--- config.mk ---
export PLATFORM = sky130hd
export DESIGN_NAME = two_supply_gate_sequencer
export DESIGN_NICKNAME = d
export VERILOG_FILES = /design/src/gate_seq_pkg.sv /design/src/two_supply_gate_sequencer.sv /design/src/seq_delay_timer.sv
export VERILOG_INCLUDE_DIRS = /design/src /design/src/src
export SDC_FILE = /design/constraint.sdc
export NUM_CORES = 1
export LEC_CHECK = 0
export ABC_AREA = 0
export BUFFER_PORTS_ARGS = -buffer_cell sky130_fd_sc_hd__buf_2
export CAP_MARGIN = 40
export CELL_PAD_IN_SITES_DETAIL_PLACEMENT = 1
export CELL_PAD_IN_SITES_GLOBAL_PLACEMENT = 2
export CORE_MARGIN = 4
export CORE_UTILIZATION = 37
export CTS_CLUSTER_DIAMETER = 50
export CTS_CLUSTER_SIZE = 10
export DETAILED_ROUTE_END_ITERATION = 8
export PLACE_DENSITY = 0.85
export SLEW_MARGIN = 20
export SYNTH_ARGS = -nofsm -noshare
export SYNTH_HDL_FRONTEND = slang
export SYNTH_SLANG_ARGS = --single-unit
--- constraint.sdc ---
create_clock -name clk_sys -period 2.67 [get_ports clk_sys]
set_input_delay 0.534 -clock clk_sys [delete_from_list [all_inputs] [get_ports clk_sys]]
set_output_delay 0.534 -clock clk_sys [all_outputs]
set_load 0.05 [all_outputs]
--- src/gate_seq_consts.svh ---
// timing and reset constants for the two-supply gate sequencer
`ifndef GATE_SEQ_CONSTS_SVH
`define GATE_SEQ_CONSTS_SVH

`define CLK_PERIOD_NS       10
`define SEQ_DELAY_MS        300
`define SEQ_DELAY_MIN_MS    240
`define SEQ_DELAY_MAX_MS    350
`define SEQ_DELAY_CYCLES    ((`SEQ_DELAY_MS * 1000000) / `CLK_PERIOD_NS)
`define SEQ_DELAY_MIN_CYC   ((`SEQ_DELAY_MIN_MS * 1000000 + `CLK_PERIOD_NS - 1) / `CLK_PERIOD_NS)
`define SEQ_DELAY_MAX_CYC   ((`SEQ_DELAY_MAX_MS * 1000000) / `CLK_PERIOD_NS)
`define CAP_DELAY_NS_PER_PF 2652
`define PUMP_HALF_NS        500
`define PUMP_DIV_CYCLES     (`PUMP_HALF_NS / `CLK_PERIOD_NS)
`define GATE_RESET          1'b0
`define PUMP_RESET          1'b0
`define LOCK_RESET          1'b1
`define TIMER_FLAG_RESET    1'b0

`endif

--- src/gate_seq_pkg.sv ---
// types shared by the gate sequencer files
package gate_seq_pkg;

  // one-hot sequencing states
  typedef enum logic [3:0] {
    ST_LOCKOUT = 4'b0001,
    ST_IDLE    = 4'b0010,
    ST_COUNT   = 4'b0100,
    ST_ON      = 4'b1000
  } seq_state_t;

endpackage : gate_seq_pkg

--- src/two_supply_gate_sequencer.sv ---
// two-supply gate sequencer: qualification, delay, lockout and gate drive
//
// Function
// - gate rises only after enable held full delay
// - enable low drops gate at once
// - enable judged like primary monitor input
// - capacitor variant delay scales with capacitance
// - primary monitor low drops gate at once
// - both supplies under lockout hold gate low
// - either supply above lockout permits drive
// - fixed variant delay 300 ms, enable first
// - timer starts only when both inputs qualify
// - enabled gate driven above supply by pump
// - fixed delay between 240 and 350 ms
`timescale 1ns/1ps
`default_nettype none
`include "gate_seq_consts.svh"

module two_supply_gate_sequencer #(
  parameter bit FIXED_VARIANT = 1'b1,              // 1: enable input, fixed delay
  parameter int DELAY_CYCLES  = `SEQ_DELAY_CYCLES, // fixed delay in clocks
  parameter int PUMP_DIV      = `PUMP_DIV_CYCLES,  // clocks per pump half period
  parameter int CAP_W         = 16,                // capacitance code width, pF
  parameter int CNT_W         = 32                 // delay counter width
) (
  input  wire logic             clk_sys,
  input  wire logic             resetn,
  input  wire logic             supplyOneOk,       // supply_one above lockout level
  input  wire logic             supplyTwoOk,       // supply_two above lockout level
  input  wire logic             primaryMonitorIn,  // primary monitor above threshold
  input  wire logic             enableQualIn,      // enable comparator above threshold
  input  wire logic [CAP_W-1:0] delayCapacitorPin, // capacitance in pF
  output logic                  gateDrive,         // switch drive on
  output logic                  chargePumpClk,     // pump clock, runs only while on
  output logic                  lockoutActive,     // both supplies under lockout
  output logic                  timerRunning       // delay being counted
);
  import gate_seq_pkg::*;

  // ---------------------------------------------------------------
  // helpers
  // ---------------------------------------------------------------

  // capacitance in pF to clock cycles, rounded down, at least one
  function automatic logic [CNT_W-1:0] capCycles(input logic [CAP_W-1:0] pf);
    logic [CAP_W+15:0] ns;
    logic [CAP_W+15:0] cyc;
    ns  = (CAP_W+16)'(pf) * (CAP_W+16)'(`CAP_DELAY_NS_PER_PF);
    cyc = ns / (CAP_W+16)'(`CLK_PERIOD_NS);
    if (cyc == '0) begin
      cyc = (CAP_W+16)'(1);
    end
    return CNT_W'(cyc);
  endfunction : capCycles

  // both comparators judged at the same threshold level
  function automatic logic qualifies(input logic mon, input logic en);
    return mon && (en || !FIXED_VARIANT);
  endfunction : qualifies

  // ---------------------------------------------------------------
  // qualification
  // ---------------------------------------------------------------

  logic             supplyOn;     // at least one supply past lockout
  logic             qualified;    // monitor good, and enable too in the fixed variant
  logic [CNT_W-1:0] delayTarget;  // delay length in clocks
  logic [CNT_W-1:0] timerCount;   // elapsed qualified clocks
  logic             timerDone;    // full delay counted
  logic             timerRun;     // count enable for the timer

  // either supply may be the one that powers the logic
  assign supplyOn  = supplyOneOk || supplyTwoOk;
  // enable uses the same comparison as the monitor
  assign qualified = qualifies(primaryMonitorIn, enableQualIn);

  // fixed delay or one set by the external capacitor
  assign delayTarget = FIXED_VARIANT ? CNT_W'(DELAY_CYCLES)
                                     : capCycles(delayCapacitorPin);

  // ---------------------------------------------------------------
  // sequencing state
  // ---------------------------------------------------------------

  seq_state_t state;       // current state
  seq_state_t next_state;  // next state

  // timer runs only while both inputs stay good; any drop clears it
  assign timerRun = supplyOn && qualified
                 && (state == ST_IDLE || state == ST_COUNT);

  seq_delay_timer #(
    .W (CNT_W)
  ) u_timer (
    .clk_sys (clk_sys),
    .resetn  (resetn),
    .run     (timerRun),
    .target  (delayTarget),
    .count   (timerCount),
    .done    (timerDone)
  );

  // next state; lockout and disqualification win over everything
  always_comb begin
    next_state = state;
    unique case (state)
      // held off until a supply comes up
      ST_LOCKOUT: begin
        if (supplyOn) begin
          next_state = ST_IDLE;
        end
      end
      // waiting for both inputs
      ST_IDLE: begin
        if (!supplyOn) begin
          next_state = ST_LOCKOUT;
        end else if (qualified) begin
          next_state = ST_COUNT;
        end
      end
      // delay in progress; a drop restarts from scratch
      ST_COUNT: begin
        if (!supplyOn) begin
          next_state = ST_LOCKOUT;
        end else if (!qualified) begin
          next_state = ST_IDLE;
        end else if (timerDone) begin
          next_state = ST_ON;
        end
      end
      // switch on; turn-off needs no delay
      ST_ON: begin
        if (!supplyOn) begin
          next_state = ST_LOCKOUT;
        end else if (!qualified) begin
          next_state = ST_IDLE;
        end
      end
      // any illegal code falls back to the safe state
      default: begin
        next_state = ST_LOCKOUT;
      end
    endcase
  end

  // register only
  always_ff @(posedge clk_sys or negedge resetn) begin
    if (!resetn) begin
      state <= ST_LOCKOUT;
    end else begin
      state <= next_state;
    end
  end

  // ---------------------------------------------------------------
  // charge pump divider
  // ---------------------------------------------------------------

  logic [15:0] pumpDiv;       // divider count
  logic [15:0] next_pumpDiv;  // divider next value
  logic        pumpTick;      // one-cycle enable at pump rate

  // free-running divider; the pump only uses it while switched on
  always_comb begin
    pumpTick = (pumpDiv == 16'(PUMP_DIV - 1));
    if (pumpTick) begin
      next_pumpDiv = 16'h0000;
    end else begin
      next_pumpDiv = pumpDiv + 16'h0001;
    end
  end

  // register only
  always_ff @(posedge clk_sys or negedge resetn) begin
    if (!resetn) begin
      pumpDiv <= 16'h0000;
    end else begin
      pumpDiv <= next_pumpDiv;
    end
  end

  // ---------------------------------------------------------------
  // outputs, all registered
  // ---------------------------------------------------------------

  logic next_gateDrive;      // gate next value
  logic next_chargePumpClk;  // pump clock next value
  logic next_lockoutActive;  // lockout flag next value
  logic next_timerRunning;   // timer flag next value

  // gate follows the next state so turn-off costs one edge only
  always_comb begin
    next_gateDrive     = (next_state == ST_ON);
    next_lockoutActive = (next_state == ST_LOCKOUT);
    next_timerRunning  = timerRun;
    // pump toggles only while on, lifting the gate above the supply
    if (!next_gateDrive) begin
      next_chargePumpClk = 1'b0;
    end else if (pumpTick) begin
      next_chargePumpClk = !chargePumpClk;
    end else begin
      next_chargePumpClk = chargePumpClk;
    end
  end

  // register only
  always_ff @(posedge clk_sys or negedge resetn) begin
    if (!resetn) begin
      gateDrive     <= `GATE_RESET;
      chargePumpClk <= `PUMP_RESET;
      lockoutActive <= `LOCK_RESET;
      timerRunning  <= `TIMER_FLAG_RESET;
    end else begin
      gateDrive     <= next_gateDrive;
      chargePumpClk <= next_chargePumpClk;
      lockoutActive <= next_lockoutActive;
      timerRunning  <= next_timerRunning;
    end
  end
endmodule : two_supply_gate_sequencer

`default_nettype wire

--- src/seq_delay_timer.sv ---
// saturating delay counter, cleared whenever its run level drops
`timescale 1ns/1ps
`default_nettype none

module seq_delay_timer #(
  parameter int W = 32
) (
  input  wire logic         clk_sys,
  input  wire logic         resetn,
  input  wire logic         run,
  input  wire logic [W-1:0] target,
  output logic      [W-1:0] count,
  output logic              done
);

  logic [W-1:0] next_count;  // counter next value

  // count up while running, hold at target, clear at once when stopped
  always_comb begin
    if (!run) begin
      next_count = '0;
    end else if (count >= target) begin
      next_count = count;
    end else begin
      next_count = count + W'(1);
    end
  end

  // register only
  always_ff @(posedge clk_sys or negedge resetn) begin
    if (!resetn) begin
      count <= '0;
    end else begin
      count <= next_count;
    end
  end

  // done only after the full target has been counted
  assign done = (count >= target);

endmodule : seq_delay_timer

`default_nettype wire

# After elaboration in Yosys (flattened, before gate mapping)
# Index checks and enable logic that the tools add are counted.
# Widths: inputs -> output; s select.
dict set report classes {
  addsub 2
  mul 0
  n_div 0
  order_cmp 1
  n_eq_ne 9
  shifts 0
  n_mux 14
  bitwise 0
  n_reduce_logical 6
}
# operator n
set ops {}
lappend ops {{$mux 32} 2}
lappend ops {{$add 32x1->32 const B} 1}
lappend ops {{$ge 32x25->1 const B} 1}
lappend ops {{$mux 4} 8}
lappend ops {{$add 16x1->16 const B} 1}
lappend ops {{$eq 16x6->1 const B} 1}
lappend ops {{$mux 16} 1}
lappend ops {{$pmux 4 s4} 1}
lappend ops {{$eq 4x1->1 const B} 2}
lappend ops {{$eq 4x4->1 const B} 2}
lappend ops {{$eq 4x2->1 const B} 1}
lappend ops {{$eq 4x3->1 const B} 1}
lappend ops {{$ne 2x2->1 const B} 2}
lappend ops {{$logic_and 1x1->1} 3}
lappend ops {{$logic_or 1x1->1} 2}
lappend ops {{$mux 1} 2}
lappend ops {{$logic_not 1->1} 1}
dict set report totals {
  ff_bits 56
  latchBits 0
  ramBits 0
  mem_bits_ro 0
  input_bits 22
  output_inout_bits 4
  mem_count 0
}

# Depth between registers and ports, before layout
dict set report depth {
  word_depth 7
  ltp_mapped 7
  ltp_nobuf 6
}

# By module
# Synthesis repeated with hierarchy kept, for this count alone.
dict set report unflattened {
  cells_unflattened 436
  hier_area_um2 3951.3
}
# module n_inst cells_each area_per_inst_um2 seq_area_each_um2
set by_module_without_submodules {}
lappend by_module_without_submodules {seq_delay_timer 1 324 2721.4 800.8}
lappend by_module_without_submodules {two_supply_gate_sequencer 1 112 1229.9 603.1}

# Worst setup path before layout
# OpenSTA, ideal clock, no wires.
dict set report synth_path {
  path_kind {reg-to-reg}
  start {reg u_timer.count[20]}
  end {reg u_timer.count[10]}
  setup_time_ns 0.078
  t_arrival_ns 2.152
  setup_slack_ns 0.440
  path_stages_with_launch 7
  synth_period_minus_slack_ns 2.230
  path_cell_list {dfrtp_1 > or4_4 > nor3b_4 > a211o_1 > buf_6 > or4_1 > a21oi_1}
}
dict set report synth_via {
  elab_chain_cells 2
}
# item line
set synth_lines {}
lappend synth_lines {{start, declared} seq_delay_timer.sv:12} ;# output logic [W-1:0] count,
lappend synth_lines {{start signal, assigned} seq_delay_timer.sv:34} ;# count <= next_count;
lappend synth_lines {{$ge 32x25->1} seq_delay_timer.sv:22} ;# end else if (count >= target) begin
lappend synth_lines {{$ne 2x2->1 (no line)} -}
# No other way between the ends.
# A chain may end at the register's enable or synchronous reset.

# Final worst setup path
dict set report layout_path {
  start {reg u_timer.count[20]}
  end {reg u_timer.count[17]}
}
# The elaborated chain is that of the path after synthesis.

==> reports/results.tsv <==
stage	metric	value	unit
clock_tree	Worst-path clk slew	0.10	ns
clock_tree	post-CTS sizing	0	
layout	most frequent cells in the layout	54 x dfrtp_1, 23 x nor2_1, 23 x nand2_1, 22 x nand3_1, 22 x a21oi_1	
detailed_routing	drt pass-1 iters	4	
clock_tree	CTS H-tree depth	2	
hold_path	Hold Path Class	primary input to async pin	
critical_path	crit path cell chain	or4_4 > nor3b_4 > a211o_1 > buf_12 > or4_1 > a21oi_1	
synthesis	count of flip-flops with a built-in enable after synthesis	0	
clock_tree	CTS sink count	56	
detailed_routing	via count	2168	
global_routing	total gr overflow	0	
critical_path	CP max-delay cell	or4_4	
synthesis	leading area contributor after synthesis	dfrtp_1	
critical_path	worst endpoint required time	2.90	ns
sta	Max Slew Vio Count	0	
critical_path	Worst path max stage delay	0.55	ns
clock_tree	Clk Latency, worst-skew pair	0.31	ns
clock_tree	clk root buf	clkbuf_8	
power_and_ir_drop	total leakage power	1.32	nW
layout	post-route insts no fill	401	
layout	design area	3070	um^2
placement	input/output buffers	9	
critical_path	Worst EP arrival	2.66	ns
layout	share of layout cells above drive strength 1	8.94	%
critical_path	Worst Setup End Kind	register	
synthesis	Yosys cell types	39	
critical_path	Crit Path Category	register to register	
sta	fmax	412	MHz
sta	period utilisation layout	91.0	%
placement	placed cells	393	
synthesis	cells after synthesis	287	
layout	Area Growth Syn to Fin	11.3	%
layout	Net count, final	327	
sta	RSZ-0062 raised after global routing	false	
synthesis	Main synth FF type	dfrtp_1	
synthesis	fraction of synthesis flops using an asynchronous set or reset pin	100	%
synthesis	#FFs+latches synth	56	
sta	final count of negative-setup-slack endpoints	0	
synthesis	Syn Std Cell Area	2760	um^2
critical_path	worst-path fanout max	38	
sta	Final TNS setup	0	ns
die	Initial Util	38.1	%
die	die area	8910	um^2
placement	dpl cell area	2970	um^2
die	Die Ht	94.4	um
detailed_routing	Vias/cell	5.41	
global_routing	gr usage total	15.3	%
detailed_routing	post-route ant nets	0	
synthesis	number of warning messages in the yosys log	0	
global_routing	initial antenna violation count	0	
die	horizontal die dimension	94.4	um
global_routing	first-pass GRT wire length	10700	um
critical_path	worst path buffer plus inverter count	1	
placement	hpwl dp	4240	um
detailed_routing	wire per inst	14.9	um
clock_tree	CTS buffer count	5	
sta	post-route minimum period	2.43	ns
sta	Worst slew margin	53.6	%
synthesis	post-synthesis sequential area ratio	50.8	%
sta	endpoints failing hold	0	
clock_tree	Post-CTS Setup Repair Bufs	0	
die	Core Area	7250	um^2
sta	Worst-Margin Slew	0.695	ns
detailed_routing	DRT iter0 DRCs	107	
die	# IOs	26	
layout	most common cell after layout, fill and taps aside	dfrtp_1	
die	# rows	31	
flow_run	number of max-cap violations	0	
clock_tree	CTS tree	yes	
synthesis	Mean Syn Cell Area	9.62	um^2
sta	Setup Skew	0.00563	ns
synthesis	area fraction of the dominant cell type after synthesis	48.9	%
layout	ANT cells	0	
power_and_ir_drop	cell area power density	542	nW/um^2
detailed_routing	final wirelength	5970	um
power_and_ir_drop	Worst VDD drop	418	uV
clock_tree	Post-CTS Hold Fix Bufs	0	
critical_path	cell family with the largest share of critical-path delay	simple AND/OR/NAND/NOR gates	
critical_path	Startpoint Class	register	
synthesis	syn nets	313	
global_routing	vias in the first global route	2274	
synthesis	Area contributors post-synth	dfrtp_1 49%, xnor2_1 4.4%, a21oi_1 4.0%	
global_routing	largest net degree at the start of global routing	39	
layout	Final Core Density	42.4	%
detailed_routing	drt drc	0	
clock_tree	CTS Buffer Depth	2	
power_and_ir_drop	Design Power	1.67	mW
status	outcome	completed	
placement	GPL Wtd Cong	0.775	
final timing paths:
check                                        from           endpoint  slack, ns  cells past startpoint
worst max-delay path            u_timer.count[20]  u_timer.count[17]       0.24                      6
worst min-delay path                       resetn  u_timer.count[10]       0.25                      1
worst max register to register  u_timer.count[20]  u_timer.count[17]       0.24                      6
worst min register to register        pumpDiv[15]        pumpDiv[15]       0.48                      1
max in group asynchronous                  resetn        pumpDiv[11]       1.82                      2
min in group clk_sys                  supplyOneOk      lockoutActive       0.40                      2
worst register-to-register path, delay by kind of cell (launching register included):
family	cells	cell delay (ns)
DFF	1	0.44
buffers and inverters	1	0.17
and+or+nand+nor	3	1.23
AOI/OAI and AO/OA	2	0.50
per-layer routing:
metal / share of wire (%) / routed length (um) / track usage [%]
met1: 47 / 2780 / 19.5
met2: 50 / 2960 / 25.8
met3: 2.3 / 137 / 3.19
met4: 1.5 / 91 / 5.05
met5: 0 / 0 / 0
flip-flops by register name, summed over array words and instances, names as in the netlist:
name	cells
pumpDiv	16
gateDrive	1
state	4
timerRunning	1
u_timer.count	32
lockoutActive	1
chargePumpClk	1
stage by stage:
| stage | worst slack [ns] | hold WS (ns) |
|---|---|---|
| final | 0.241 | 0.254 |
| after floorplan | 0.440 | 0.238 |
| after CTS | 0.243 | 0.263 |
| after global routing | 0.125 | 0.285 |
| after global placement | 0.306 | 0.460 |
| after detailed placement | 0.259 | 0.465 |
kinds of logic (layout without fill, tap and decap cells):
group,after synthesis,count (layout),synth area share [%]
simple gates,138,138,27.2
fa+ha+maj,4,4,1.81
flops,56,56,50.8
compound gates,52,52,11.1
xor+xnor,19,19,6.03
buf+inv,17,32,2.63
mux,1,1,0.362
synth_stat cells (all sizes together) (2+ instances only):
cell type and count:
nand2 23, o21ai 14, inv 8, xor2 5, nor4 6, buf 2
nor3 7, nand4 9, ha 4, nand2b 3, or4 11, dfrtp 54
or3 12, nor2 23, and2 8, dfstp 2, a211oi 2, o211a 2
and3 5, nor2b 3, o21a 2, nor4b 2, xnor2 14, o31ai 5
a21oi 22, nand3 22, clkbuf 7
report_power, final:
| part | internal [mW] | switching [mW] | leakage [nW] |
|---|---|---|---|
| logic | 0.0697 | 0.129 | 0.509 |
| clock network | 0.279 | 0.276 | 0.0552 |
| registers | 0.885 | 0.0286 | 0.760 |
| total | 1.23 | 0.434 | 1.32 |
final cells by class:
type                       count  area, um^2
clock inverter                 2        35.0
multi-input combinational    214        1280
fill                         864        4180
tap                           99         124
clock buffer                   6        72.6
sequential                    56        1400
timing repair buffer          16         123
inverter                       8        30.0
Note: power is estimated with default switching activity, not from simulation.
